$ cat src/logic/twec_regs.svh
// Purpose: Shared constants of the trigger window and edge configuration link.
// Assumes: Opcodes sit in the upper byte of each 16-bit command word.
// Notes:   Definitions only; included by the package, the checker and the bench.
`ifndef TWEC_REGS_SVH
`define TWEC_REGS_SVH

// Opcodes, upper byte of the command word.
`define TWEC_OP_TRIG_MODE  8'h00
`define TWEC_OP_CONT_MODE  8'h01
`define TWEC_OP_SET_WIDTH  8'h10
`define TWEC_OP_SET_OFFSET 8'h11
`define TWEC_OP_SET_SEARCH 8'h12
`define TWEC_OP_SET_REJECT 8'h13
`define TWEC_OP_SUB_ON     8'h14
`define TWEC_OP_SUB_OFF    8'h15
`define TWEC_OP_READ_TRIG  8'h16
`define TWEC_OP_SET_EDGE   8'h22
`define TWEC_OP_READ_EDGE  8'h23
`define TWEC_OP_SET_LSB    8'h24
`define TWEC_OP_SET_PAIR   8'h25
`define TWEC_OP_READ_RES   8'h26

// Field positions inside a 16-bit word.
`define TWEC_OPCODE_LSB     8
`define TWEC_PAIR_LEAD_LSB  0
`define TWEC_PAIR_WIDTH_LSB 8

// Reset values of the configuration, then the pair edge mode code.
`define TWEC_DEF_WIDTH      12'h014
`define TWEC_DEF_OFFSET     12'hfd8
`define TWEC_DEF_SEARCH     12'h008
`define TWEC_DEF_REJECT     12'h004
`define TWEC_DEF_EDGE       2'b11
`define TWEC_DEF_LSB        2'b11
`define TWEC_DEF_PAIR_LEAD  3'h0
`define TWEC_DEF_PAIR_WIDTH 4'h0
`define TWEC_EDGE_PAIR      2'b00

// Word counts and timing.
`define TWEC_TRIG_READ_WORDS 3'd5
`define TWEC_ONE_READ_WORD   3'd1
`define TWEC_CLK_PERIOD_NS   25

// Window offset limits as 12-bit signed codes.
`define TWEC_OFFSET_MAX 12'h028
`define TWEC_OFFSET_MIN 12'h800

// Host APB register offsets.
`define TWEC_HOST_WORD_OUT 8'h00
`define TWEC_HOST_WORD_IN  8'h04
`define TWEC_HOST_STATUS   8'h08
`define TWEC_HOST_CTRL     8'h0c

`endif

$ cat src/logic/twec_pkg.sv
// Purpose: Types and opcode decoding shared by both ends of the link.
// Assumes: Constants come from twec_regs.svh.
// Notes:   The decode functions keep both ends in step on word counts.
`include "twec_regs.svh"
package twec_pkg;

	typedef enum logic [2:0]
	{
		TWEC_IDLE  = 3'b001,
		TWEC_PARAM = 3'b010,
		TWEC_REPLY = 3'b100
	} twec_dev_state_e;

	typedef logic [1:0] twec_edge_t;

	// True for opcodes that are followed by one parameter word.
	function automatic logic twec_is_set_op(input logic [7:0] op);
		case (op)
			`TWEC_OP_SET_WIDTH, `TWEC_OP_SET_OFFSET, `TWEC_OP_SET_SEARCH,
			`TWEC_OP_SET_REJECT, `TWEC_OP_SET_EDGE, `TWEC_OP_SET_LSB,
			`TWEC_OP_SET_PAIR: return 1'b1;
			default: return 1'b0;
		endcase
	endfunction : twec_is_set_op

	// Number of words the host must read back after an opcode.
	function automatic logic [2:0] twec_read_count(input logic [7:0] op);
		case (op)
			`TWEC_OP_READ_TRIG: return `TWEC_TRIG_READ_WORDS;
			`TWEC_OP_READ_EDGE, `TWEC_OP_READ_RES: return `TWEC_ONE_READ_WORD;
			default: return 3'd0;
		endcase
	endfunction : twec_read_count

endpackage : twec_pkg

$ cat src/logic/twec_link_if.sv
// Purpose: Word link between the configuration host and the device end.
// Assumes: Both ends share core_clk; all signals change after a rising edge.
// Notes:   A write moves on wrValid and wrReady high together; a read on rdTake.
`timescale 1ns/10ps
`default_nettype none
interface twec_link_if;
	logic        wrValid;
	logic [15:0] wrData;
	logic        wrReady;
	logic        rdValid;
	logic [15:0] rdData;
	logic        rdTake;

	modport dev
	(
		input  wrValid,
		input  wrData,
		input  rdTake,
		output wrReady,
		output rdValid,
		output rdData
	);

	modport host
	(
		output wrValid,
		output wrData,
		output rdTake,
		input  wrReady,
		input  rdValid,
		input  rdData
	);
endinterface : twec_link_if
`default_nettype wire

$ cat src/logic/twec_cfg_bank.sv
// Purpose: Configuration store of the device end.
// Assumes: Strobes are one-cycle pulses from the device command sequencer.
// Notes:   Every output is a flip-flop; unused word bits are dropped here.
`timescale 1ns/10ps
`default_nettype none
module twec_cfg_bank
(
	input  wire logic                core_clk,
	input  wire logic                srst,
	input  wire logic                opStrobe,
	input  wire logic                paramStrobe,
	input  wire logic [7:0]          opcode,
	input  wire logic [15:0]         word,
	output logic      [11:0]         windowWidth,
	output logic      [11:0]         windowOffset,
	output logic      [11:0]         searchMargin,
	output logic      [11:0]         rejectMargin,
	output logic                     subtractEn,
	output logic                     autoRejectEn,
	output twec_pkg::twec_edge_t     edgeMode,
	output logic      [1:0]          lsbCode,
	output logic      [2:0]          pairLeadRes,
	output logic      [3:0]          pairWidthRes
);
	import twec_pkg::*;

	// Immediate opcodes act on opStrobe, parameter words on paramStrobe.
	always_ff @(posedge core_clk)
	begin
		if (srst)
		begin
			windowWidth  <= `TWEC_DEF_WIDTH;
			windowOffset <= `TWEC_DEF_OFFSET;
			searchMargin <= `TWEC_DEF_SEARCH;
			rejectMargin <= `TWEC_DEF_REJECT;
			subtractEn   <= 1'b0;
			autoRejectEn <= 1'b0;
			edgeMode     <= `TWEC_DEF_EDGE;
			lsbCode      <= `TWEC_DEF_LSB;
			pairLeadRes  <= `TWEC_DEF_PAIR_LEAD;
			pairWidthRes <= `TWEC_DEF_PAIR_WIDTH;
		end
		else
		begin
			if (opStrobe)
			begin
				case (opcode)
					`TWEC_OP_SUB_ON:    subtractEn <= 1'b1;
					`TWEC_OP_SUB_OFF:   subtractEn <= 1'b0;
					`TWEC_OP_TRIG_MODE: autoRejectEn <= 1'b1;
					`TWEC_OP_CONT_MODE:
					begin
						subtractEn   <= 1'b0;
						autoRejectEn <= 1'b0;
					end
					default: ;
				endcase
			end
			if (paramStrobe)
			begin
				case (opcode)
					`TWEC_OP_SET_WIDTH:  windowWidth  <= word[11:0];
					`TWEC_OP_SET_OFFSET: windowOffset <= word[11:0];
					`TWEC_OP_SET_SEARCH: searchMargin <= word[11:0];
					`TWEC_OP_SET_REJECT: rejectMargin <= word[11:0];
					`TWEC_OP_SET_EDGE:   edgeMode     <= word[1:0];
					`TWEC_OP_SET_LSB:    lsbCode      <= word[1:0];
					`TWEC_OP_SET_PAIR:
					begin
						pairLeadRes  <= word[`TWEC_PAIR_LEAD_LSB +: 3];
						pairWidthRes <= word[`TWEC_PAIR_WIDTH_LSB +: 4];
					end
					default: ;
				endcase
			end
		end
	end
endmodule : twec_cfg_bank
`default_nettype wire

$ cat src/logic/twec_dev_end.sv
// Purpose: Device end of the trigger window and edge configuration link.
// Assumes: The host follows each opcode with the words that opcode needs.
// Notes:   Sequencer stalls in a wait state exactly like the board controller.
//
// Operation
// - Set opcode takes exactly one parameter word.
// - Single read opcode holds word until read.
// - Width from bits 11:0, default 0x14.
// - Offset is 12-bit signed, host sign-extends.
// - Host keeps offset in range; default 0xFFD8.
// - Offset aligned to whole clock cycles.
// - Extra search margin from low 12 bits.
// - Reject margin from low 12 bits, default 4.
// - Opcode 14 enables trigger time subtraction.
// - Opcode 15 disables trigger time subtraction.
// - Opcode 16 needs five reads before continuing.
// - Readback: width, offset, search, reject, subtract.
// - Edge detection from two low bits.
// - Host picks pair mode only in low resolution.
// - Opcode 23 reads back edge setting.
// - Leading/trailing LSB from bits 1:0.
// - Pair resolutions from bits 2:0 and 11:8.
// - Host sets pair resolution only after pair; host sends it anyway and sets orderWarn.
// - Opcode 26 reads resolution per edge mode.
// - Continuous mode clears subtraction and auto reject.
`timescale 1ns/10ps
`default_nettype none
module twec_dev_end
(
	input  wire logic                core_clk,
	input  wire logic                srst,
	twec_link_if.dev                 link,
	output logic                     busy,
	output logic      [11:0]         windowWidth,
	output logic      [11:0]         windowOffset,
	output logic      [11:0]         searchMargin,
	output logic      [11:0]         rejectMargin,
	output logic                     subtractEn,
	output logic                     autoRejectEn,
	output twec_pkg::twec_edge_t     edgeMode,
	output logic      [1:0]          lsbCode,
	output logic      [2:0]          pairLeadRes,
	output logic      [3:0]          pairWidthRes
);
	import twec_pkg::*;

	twec_dev_state_e state;
	logic [7:0]      pendOp;
	logic [2:0]      replyIdx;
	logic [2:0]      replyLast;
	logic            wrReady;
	logic            rdValid;
	logic [15:0]     rdData;

	// Link outputs come straight from the sequencer flip-flops.
	assign link.wrReady = wrReady;
	assign link.rdValid = rdValid;
	assign link.rdData  = rdData;

	// Handshake decode.
	wire        wordIn     = link.wrValid & wrReady;
	wire        wordTaken  = link.rdTake & rdValid;
	wire [7:0]  inOpcode   = link.wrData[15:`TWEC_OPCODE_LSB];
	wire        inIsSet    = twec_is_set_op(inOpcode);
	wire [2:0]  inReadCnt  = twec_read_count(inOpcode);
	wire        inIsRead   = (inReadCnt != 3'd0);
	wire        inIdle     = (state == TWEC_IDLE);
	wire        inParam    = (state == TWEC_PARAM);
	wire        inReply    = (state == TWEC_REPLY);

	// Strobes into the configuration store. Immediate opcodes act at once;
	// the store sees a parameter word only in the parameter wait state.
	wire        opStrobe    = wordIn & inIdle & ~inIsSet & ~inIsRead;
	wire        paramStrobe = wordIn & inParam;
	wire [7:0]  bankOp      = inParam ? pendOp : inOpcode;

	twec_cfg_bank u_bank
	(
		.core_clk     (core_clk),
		.srst         (srst),
		.opStrobe     (opStrobe),
		.paramStrobe  (paramStrobe),
		.opcode       (bankOp),
		.word         (link.wrData),
		.windowWidth  (windowWidth),
		.windowOffset (windowOffset),
		.searchMargin (searchMargin),
		.rejectMargin (rejectMargin),
		.subtractEn   (subtractEn),
		.autoRejectEn (autoRejectEn),
		.edgeMode     (edgeMode),
		.lsbCode      (lsbCode),
		.pairLeadRes  (pairLeadRes),
		.pairWidthRes (pairWidthRes)
	);

	// Readback words. The offset is shown sign-extended so that the host
	// reads the same 16-bit form it was asked to write.
	wire [15:0] wWidth  = {4'h0, windowWidth};
	wire [15:0] wOffset = {{4{windowOffset[11]}}, windowOffset};
	wire [15:0] wSearch = {4'h0, searchMargin};
	wire [15:0] wReject = {4'h0, rejectMargin};
	wire [15:0] wSub    = {15'h0, subtractEn};
	wire [15:0] wEdge   = {14'h0, edgeMode};
	wire [15:0] wPair   = {4'h0, pairWidthRes, 5'h00, pairLeadRes};
	wire [15:0] wLsb    = {14'h0, lsbCode};
	wire        pairOn  = (edgeMode == `TWEC_EDGE_PAIR);
	wire [15:0] wRes    = pairOn ? wPair : wLsb;

	// Which word is due next: the first one when the opcode arrives, the
	// following one when the host takes a word in the reply state.
	wire [7:0]  selOp   = inIdle ? inOpcode : pendOp;
	wire [2:0]  selIdx  = inIdle ? 3'd0 : replyIdx;
	wire [15:0] wTrig   = (selIdx == 3'd0) ? wWidth  :
	                      (selIdx == 3'd1) ? wOffset :
	                      (selIdx == 3'd2) ? wSearch :
	                      (selIdx == 3'd3) ? wReject : wSub;
	wire [15:0] replyWord = (selOp == `TWEC_OP_READ_TRIG) ? wTrig :
	                        (selOp == `TWEC_OP_READ_EDGE) ? wEdge : wRes;
	wire        lastTaken = wordTaken & (replyIdx == replyLast);

	// Next state of the command sequencer.
	twec_dev_state_e next_state;
	always_comb
	begin
		next_state = state;
		case (state)
			TWEC_IDLE:
			begin
				if (wordIn & inIsSet)
					next_state = TWEC_PARAM;
				else if (wordIn & inIsRead)
					next_state = TWEC_REPLY;
			end
			TWEC_PARAM:
			begin
				if (wordIn)
					next_state = TWEC_IDLE;
			end
			TWEC_REPLY:
			begin
				if (lastTaken)
					next_state = TWEC_IDLE;
			end
			default: next_state = TWEC_IDLE;
		endcase
	end

	// Writes are refused while a reply is pending, so the host cannot slip a
	// new opcode in before the last word of a readback has been taken.
	wire next_wrReady = (next_state != TWEC_REPLY);
	wire next_busy    = (next_state != TWEC_IDLE);

	// State, the wrReady handshake flag and the busy flag.
	// The busy flag follows the wait state, so software can see a stall
	// without having to touch the link itself.
	always_ff @(posedge core_clk)
	begin
		if (srst)
		begin
			state   <= TWEC_IDLE;
			wrReady <= 1'b1;
			busy    <= 1'b0;
		end
		else
		begin
			state   <= next_state;
			wrReady <= next_wrReady;
			busy    <= next_busy;
		end
	end

	// Reply data path: the word stands on rdData until the host takes it.
	// The first word is loaded at the edge that accepts the opcode, so rdValid
	// never rises without a word behind it. A later take loads the next word;
	// the last take empties the path instead, which is why that branch is
	// tested before the plain take.
	always_ff @(posedge core_clk)
	begin
		if (srst)
		begin
			rdValid   <= 1'b0;
			rdData    <= 16'h0000;
			pendOp    <= 8'h00;
			replyIdx  <= 3'd0;
			replyLast <= 3'd0;
		end
		else if (wordIn & inIdle)
		begin
			pendOp    <= inOpcode;
			replyIdx  <= 3'd1;
			replyLast <= inReadCnt;
			rdValid   <= inIsRead;
			rdData    <= inIsRead ? replyWord : 16'h0000;
		end
		else if (lastTaken)
		begin
			rdValid <= 1'b0;
			rdData  <= 16'h0000;
		end
		else if (wordTaken)
		begin
			rdData   <= replyWord;
			replyIdx <= replyIdx + 3'd1;
		end
	end

endmodule : twec_dev_end
`default_nettype wire

$ cat src/flat_wrapper.sv
// flat-port wrapper written by rule: the top's interface ports become plain ports
module twec_dev_end_flat import twec_pkg::*;
  (core_clk, srst, busy, windowWidth, windowOffset, searchMargin, rejectMargin, subtractEn, autoRejectEn, edgeMode, lsbCode, pairLeadRes, pairWidthRes, link_wrValid, link_wrData, link_rdTake, link_wrReady, link_rdValid, link_rdData);
  twec_link_if link_i ();
  input  wire logic core_clk;
  input  wire logic srst;
  output logic busy;
  output logic      [11:0] windowWidth;
  output logic      [11:0] windowOffset;
  output logic      [11:0] searchMargin;
  output logic      [11:0] rejectMargin;
  output logic subtractEn;
  output logic autoRejectEn;
  output twec_pkg::twec_edge_t edgeMode;
  output logic      [1:0] lsbCode;
  output logic      [2:0] pairLeadRes;
  output logic      [3:0] pairWidthRes;
  input wire logic [$bits(link_i.wrValid)-1:0] link_wrValid;
  input wire logic [$bits(link_i.wrData)-1:0] link_wrData;
  input wire logic [$bits(link_i.rdTake)-1:0] link_rdTake;
  output wire logic [$bits(link_i.wrReady)-1:0] link_wrReady;
  output wire logic [$bits(link_i.rdValid)-1:0] link_rdValid;
  output wire logic [$bits(link_i.rdData)-1:0] link_rdData;
  assign link_i.wrValid = link_wrValid;
  assign link_i.wrData = link_wrData;
  assign link_i.rdTake = link_rdTake;
  assign link_wrReady = link_i.wrReady;
  assign link_rdValid = link_i.rdValid;
  assign link_rdData = link_i.rdData;
  twec_dev_end u_core (.core_clk(core_clk), .srst(srst), .link(link_i), .busy(busy), .windowWidth(windowWidth), .windowOffset(windowOffset), .searchMargin(searchMargin), .rejectMargin(rejectMargin), .subtractEn(subtractEn), .autoRejectEn(autoRejectEn), .edgeMode(edgeMode), .lsbCode(lsbCode), .pairLeadRes(pairLeadRes), .pairWidthRes(pairWidthRes));
endmodule
$ cat config.mk
export PLATFORM = sky130hd
export DESIGN_NAME = twec_dev_end_flat
export DESIGN_NICKNAME = d
export VERILOG_FILES = /design/src/logic/twec_pkg.sv /design/src/logic/twec_link_if.sv /design/src/logic/twec_cfg_bank.sv /design/src/logic/twec_dev_end.sv /design/src/flat_wrapper.sv
export VERILOG_INCLUDE_DIRS = /design/src /design/src/logic
export SDC_FILE = /design/constraint.sdc
export NUM_CORES = 1
export LEC_CHECK = 0
export BUFFER_PORTS_ARGS = -buffer_cell sky130_fd_sc_hd__buf_2
export CORE_ASPECT_RATIO = 0.5
export CORE_MARGIN = 2
export CORE_UTILIZATION = 50
export CTS_BUF_LIST = sky130_fd_sc_hd__clkbuf_4 sky130_fd_sc_hd__clkbuf_8
export CTS_CLUSTER_SIZE = 8
export DETAILED_ROUTE_END_ITERATION = 6
export PLACE_DENSITY = 0.87
export SYNTH_ARGS = -nofsm -noshare
export SYNTH_HDL_FRONTEND = slang
export SYNTH_SLANG_ARGS = --single-unit
$ cat constraint.sdc
create_clock -name core_clk -period 2.1 [get_ports core_clk]
set_clock_uncertainty 0.2 [all_clocks]
set_input_delay 0.42 -clock core_clk [delete_from_list [all_inputs] [get_ports core_clk]]
set_output_delay 0.42 -clock core_clk [all_outputs]
set_load 0.1 [all_outputs]
==> results.py, run 1 <==
metrics = {
    "clocking": {
        "cts_tree": "yes",
        "clock_latency_ps": 380,
        "htree_levels": 3,
        "clk_pin_slew_worst_paths_ps": 90,
        "clockRootBuffer": "clkbuf_8",
        "clock-sinks": 93,
        "cts_buffers": 9,
        "clockBufferDepth": 2,
    },
    "grt": {
        "grtUsageTotal_pct": 26.88,
        "grt_pass1_wl_um": 19820,
        "grt_pass1_vias": 3945,
        "grt_max_degree": 60,
        "antenna_found_initial": 0,
        "overflow": 0,
    },
    "detailed_routing": {
        "vias": 4258,
        "first_pass_iters": 7,
        "wl_per_cell_um": 17.06,
        "drc_errors": 0,
        "drt_iter0_drc": 443,
        "antenna_left": 0,
        "via_per_inst": 5.762,
        "wl_um": 12610,
    },
    "synthesis": {
        "synth_edf_count": 0,
        "avgSynthCellArea_um2": 8.911,
        "yosysSeqAreaShare_pct": 42.55,
        "synthArstFlopShare_pct": 0,
        "synth_fp_nets": 512,
        "ys_ff_latch": 93,
        "synth_top_area_share_pct": 42.55,
        "synth_fa_ha_area_share_pct": 0.2860,
        "yosys.area_share.xor_xnor_pct": 1.201,
        "synthSimpleGateAreaFrac_pct": 21.82,
        "synth_top_family_by_area": "simple AND/OR/NAND/NOR gates",
        "yosysWarnings": 0,
        "synth-compound-area-share_pct": 13.07,
        "synthFlopType": "dfxtp_1",
        "syn_inst": 491,
        "synth_area_leaders": "dfxtp_1 (43%), mux2i_1 (16%), nor2_1 (6.1%)",
        "synth_largest_area_cell": "dfxtp_1",
        "synth.distinct_cells": 56,
        "synth_area_um2": 4375,
        "synth_mux_area_share_pct": 16.59,
    },
    "worst_setup_path": {
        "crit_path_end_kind": "register",
        "r2r_setup_slack_ps": 60,
        "path_delay_family": "compound AO/OA/AOI/OAI gates",
        "timing.rr.start": "u_core.replyIdx[1]",
        "crit_fanout": 7,
        "r2r-end": "u_core.link.rdData[0]",
        "startpoint_type": "register",
        "cp_slowest_stage_delay_ps": 510,
        "crit_type": "reg2reg",
        "path_buf_inv": 0,
        "path_cells": "mux2_2 -> a221oi_1 -> o311ai_0 -> a32oi_1 -> a21oi_1",
        "slowest_stage": "dfxtp_1",
        "crit_required_ps": 2160,
        "r2r_cells": 5,
        "arrival_ps": 2100,
    },
    "layout": {
        "seq_area_um2": 1876,
        "multiInputGateArea_um2": 2390,
        "final_common_cell": "buf_2",
        "n_antenna_cell": 0,
        "drive_gt1_share_pct": 32.64,
        "fin_util_pct": 64.61,
        "fillCellCount": 689,
        "syn_to_final_growth_pct": 26.82,
        "final_nets": 638,
        "final_cell_mix": "buf_2 (99), dfxtp_1 (86), nor2_1 (69), mux2i_1 (68), nand2_1 (59)",
    },
    "floorplanning": {
        "num_rows": 24,
        "fp.dieArea_um2": 9560,
        "initial_core_util_pct": 50.95,
        "coreArea_um2": 8588,
        "ios": 100,
        "fp.dieW_um": 136.3,
        "die_y_um": 70.15,
    },
    "place": {
        "place_congestion": 0.9438,
        "hpwl_um": 9150,
        "numPortBuffers": 99,
    },
    "power_and_ir_drop": {
        "power_density_nw_per_um2": 570.1,
        "p_sw_share_pct": 26.61,
        "p_leak_nw": 2.299,
        "max-vdd-ir-drop_mv": 0.3077,
        "p_comb_share_pct": 8.1,
        "p_switching_uw": 841.9,
        "finalPower_mw": 3.164,
        "seq_power_share_pct": 56.4,
        "p_clk_share_pct": 35.5,
        "intPower_mw": 2.322,
    },
    "timing": {
        "slew_violations": 0,
        "tns_ps": 0,
        "hold_viol": 0,
        "setup_viol": 0,
        "fin_crit_ps": 2040,
        "period_share_pct": 97.14,
        "worstMarginPinSlew_ps": 643.5,
        "max_slew_margin_pct": 57.10,
        "rsz0062_at_grt": "false",
        "fmax_mhz": 490.2,
    },
    "worst_hold_path": {
        "hold-path-endpoint": "u_core.busy",
        "hp-start": "srst",
        "hold_path.class": "in2reg",
        "worstHoldPathCells": 2,
    },
    "job": {
        "max_cap_violations": 0,
    },
    "status": {
        "outcome": "finished, final reports clean",
    },
}
[power groups by stage]
stage | logic, mW | clock network [mW] | registers, mW
global placement | 0.235 | 0 | 1.83
floorplan | 0.128 | 0 | 1.83
finish | 0.255 | 1.12 | 1.79
CTS | 0.246 | 1.14 | 1.78
global route | 0.272 | 1.21 | 1.79
detailed placement | 0.240 | 0 | 1.83
[metal layers]
layer	up-vias	wire, um	track usage (%)	part of all wire [%]
met5	-	0	0	0
met4	0	224	9.606	1.8
met3	25	946	5.810	7.5
met1	2064	5422	35.99	43
met2	179	6016	42.94	48
li1	1990	-	-	-
[synthesized netlist by cell type, types with 5 or more instances]
cell type and count:
a211oi_1 7, a21oi_1 23, buf_4 9, clkbuf_1 21
dfxtp_1 93, inv_1 5, mux2i_1 68, nand2_1 59
nand3_1 7, nor2_1 71, nor2b_1 6, nor3_1 16
o21ai_0 16, o22ai_1 9
[registers in the layout, indices dropped and copies added (netlist names), 4 cells and up]
signal and flops:
u_core.u_bank.rejectMargin 12, u_core.pendOp 8, u_core.u_bank.searchMargin 12, u_core.u_bank.pairWidthRes 4
u_core.link.rdData 13, u_core.u_bank.windowWidth 12, u_core.u_bank.windowOffset 12
[what timing repair did]
item                       in CTS  in global routing
gates resized for setup         4                 10
setup endpoints to repair      19                 69
hold buffers                    0                  0
setup buffers                   1                  2
[worst max-delay path by stage]
stage | startpoint | depth (start not counted) | endpoint
2_1_floorplan | u_core.link.wrReady | 8 | u_core.u_bank.windowWidth[2]
3_3_place_gp | link_wrData[8] | 8 | u_core.link.rdData[2]
3_5_place_dp | u_core.state[0] | 5 | u_core.link.rdData[0]
4_1_cts | u_core.state[1] | 6 | u_core.u_bank.subtractEn
5_1_grt | u_core.pendOp[0] | 7 | u_core.link.rdData[2]
6_report | u_core.replyIdx[1] | 5 | u_core.link.rdData[0]
[area by class of cell]
type | instances | area share (%)
Clock buffer | 10 | 2.368
Clock inverter | 6 | 0.8343
Inverter | 5 | 0.3382
Multi-Input combinational cell | 358 | 43.07
Sequential cell | 93 | 33.80
Tap cell | 117 | 2.638
Timing Repair Buffer | 150 | 16.96
[stage by stage]
stage	area, um2	std cells	worst slack, ps	hold WS, ps
2_1_floorplan	4438	491	-2.208	247.8
3_3_place_gp	5290	720	-19.83	235.0
3_5_place_dp	5290	720	-70.60	246.3
4_1_cts	5504	737	1.531	60.32
5_1_grt	5549	739	0.9022	93.54
6_report	5549	739	60.02	78.11
[logic make-up (layout without fill, tap and decap cells)]
logic type,after synthesis,count (layout)
simple gates,196,196
flops,93,93
compound gates,83,83
mux,72,72
buf+inv,40,171
xor+xnor,6,6
fa+ha+maj,1,1
Power figures use the tool's default switching activity.
==> run 2: changes to the inputs <==
--- a/config.mk
+++ b/config.mk
@@ -8,7 +8,6 @@
 export LEC_CHECK = 0
 export BUFFER_PORTS_ARGS = -buffer_cell sky130_fd_sc_hd__buf_2
 export CORE_ASPECT_RATIO = 0.5
-export CORE_MARGIN = 2
 export CORE_UTILIZATION = 50
 export CTS_BUF_LIST = sky130_fd_sc_hd__clkbuf_4 sky130_fd_sc_hd__clkbuf_8
 export CTS_CLUSTER_SIZE = 8
==> run 2 against run 1 <==
Effect of this change:
- count of clock-buffer cells in the layout down 1
- first-iteration DRC count rose by 19%
- worst hold slack better by 28 ps
- sequential power barely moved
- non-clock buffer count is 6 higher
- combinational power about the same
- die area decreased by 4.3%
- utilization rose by 3.9 points
- sequential cell count unchanged
- critical path depth is 1 higher
- clock power up 25%
- routed wire length up 5.2%
==> results.py, run 2 (synthesis results as in run 1) <==
metrics = {
    "status": {
        "outcome": "finished, final reports clean",
    },
    "detailed_routing": {
        "vias": 4330,
        "first_pass_iters": 5,
        "wl_per_cell_um": 17.93,
        "via_per_inst": 5.851,
        "drc_errors": 0,
        "drt_iter0_drc": 529,
        "wl_um": 13270,
        "antenna_left": 0,
    },
    "layout": {
        "final_cell_mix": "buf_2 (99), dfxtp_1 (84), nor2_1 (69), mux2i_1 (67), nand2_1 (59)",
        "n_antenna_cell": 0,
        "drive_gt1_share_pct": 33.60,
        "final_common_cell": "buf_2",
        "top_register": "u_core.link.rdData",
        "largest_register_ffs": 13,
        "layout.cells.non_filler": 740,
        "syn_to_final_growth_pct": 28.82,
        "fin_util_pct": 68.49,
        "postLayoutCellArea_um2": 5637,
        "final_nets": 644,
    },
    "clocking": {
        "clock_latency_ps": 390,
        "cts_tree": "yes",
        "htree_levels": 3,
        "clockBufferDepth": 2,
        "cts_buffers": 9,
        "cts-hold-fix-buffers": 0,
        "clk_pin_slew_worst_paths_ps": 100,
        "clock-sinks": 93,
        "clockRootBuffer": "clkbuf_8",
    },
    "worst_setup_path": {
        "path_cells": "or3b_4 -> and3_1 -> a31oi_2 -> and3b_2 -> o2bb2a_4 -> o21ai_2",
        "crit_required_ps": 2220,
        "cp_slowest_stage_delay_ps": 420,
        "path_delay_family": "simple AND/OR/NAND/NOR gates",
        "arrival_ps": 2170,
        "crit_path_end_kind": "register",
        "r2r_setup_slack_ps": 40,
        "crit_type": "reg2reg",
        "startpoint_type": "register",
        "crit_fanout": 7,
        "slowest_stage": "or3b_4",
        "path_buf_inv": 0,
    },
    "power_and_ir_drop": {
        "p_leak_nw": 2.348,
        "p_sw_share_pct": 25.58,
        "p_clk_share_pct": 40.6,
        "power_density_nw_per_um2": 609.7,
        "intPower_mw": 2.558,
        "seq_power_share_pct": 51.9,
        "p_switching_uw": 879.0,
        "p_comb_share_pct": 7.5,
        "max-vdd-ir-drop_mv": 0.3353,
    },
    "floorplanning": {
        "die_y_um": 68.15,
        "initial_core_util_pct": 53.16,
        "num_rows": 23,
        "ios": 100,
        "coreArea_um2": 8230,
        "fp.dieW_um": 134.3,
        "fp.dieArea_um2": 9152,
    },
    "place": {
        "numPortBuffers": 99,
        "placed_cell_area_um2": 5331,
        "place_congestion": 0.9254,
        "place_ws_ps": -95.52,
        "hpwl_um": 9404,
        "dp_cells": 718,
    },
    "job": {
        "max_cap_violations": 0,
    },
    "timing": {
        "worst_slack_ps": 44.52,
        "max_slew_margin_pct": 65.13,
        "rsz0062_at_grt": "true",
        "fmax_mhz": 486.5,
        "period_share_pct": 97.88,
        "worstMarginPinSlew_ps": 523.0,
        "fin_crit_ps": 2055,
        "tns_ps": 0,
        "setup_viol": 0,
        "slew_violations": 0,
        "hold_viol": 0,
    },
    "worst_hold_path": {
        "hold_path.class": "in2reg",
    },
    "grt": {
        "grtUsageTotal_pct": 29.58,
        "grt_max_degree": 40,
        "overflow": 0,
        "grt_pass1_wl_um": 20360,
        "antenna_found_initial": 0,
        "grt_pass1_vias": 4021,
    },
}
## run 2: metal layers
metal  vias to the layer above  share of wire, %  global-route usage (%)
li1                       1996                 -                       -
met1                      2044                42                   36.68
met2                       244                46                   49.87
met3                        46               8.5                   6.815
met4                         0               3.2                   14.19
met5                         -                 0                       0
## run 2: timing repair
action                                 CTS  global route
resized for setup                        4            11
setup buffers                            3             3
gates cloned                             0             0
setup endpoints to repair               13            44
endpoints found under the hold margin    0             0
## run 2: worst min-delay path, cell delays in order
cell     delay [ps]
buf_2           110
mux2i_1          70
nand2_1          60
## run 2: worst paths after layout
| path | start | to | depth (start not counted) |
|---|---|---|---|
| max | u_core.state[0] | u_core.link.rdData[8] | 6 |
| min | link_wrData[3] | u_core.u_bank.searchMargin[3] | 3 |
| max reg2reg | u_core.state[0] | u_core.link.rdData[8] | 6 |
| min reg2reg | u_core.link.rdData[1] | u_core.link.rdData[1] | 2 |
## run 2: power groups by stage
stage | Combinational [mW] | Clock (mW) | Sequential [mW]
finish | 0.257 | 1.40 | 1.78
floorplan | 0.128 | 0 | 1.83
global route | 0.271 | 1.46 | 1.79
CTS | 0.247 | 1.39 | 1.78
detailed placement | 0.242 | 0 | 1.82
global placement | 0.237 | 0 | 1.82
## run 2: through the flow
step	hold slack, ps	power [mW]
2_1_floorplan	247.8	1.955
3_3_place_gp	233.2	2.061
3_5_place_dp	238.8	2.066
4_1_cts	99.24	3.425
5_1_grt	107.3	3.521
6_report	105.8	3.437
## run 2: area by class of cell
class                           instances  area, um2
Fill cell                             632       2594
Multi-Input combinational cell        358       2376
Sequential cell                        93       1876
Timing Repair Buffer                  156      998.5
Tap cell                              112      140.1
Clock buffer                            9      123.9
Clock inverter                          7      103.9
Inverter                                5      18.77
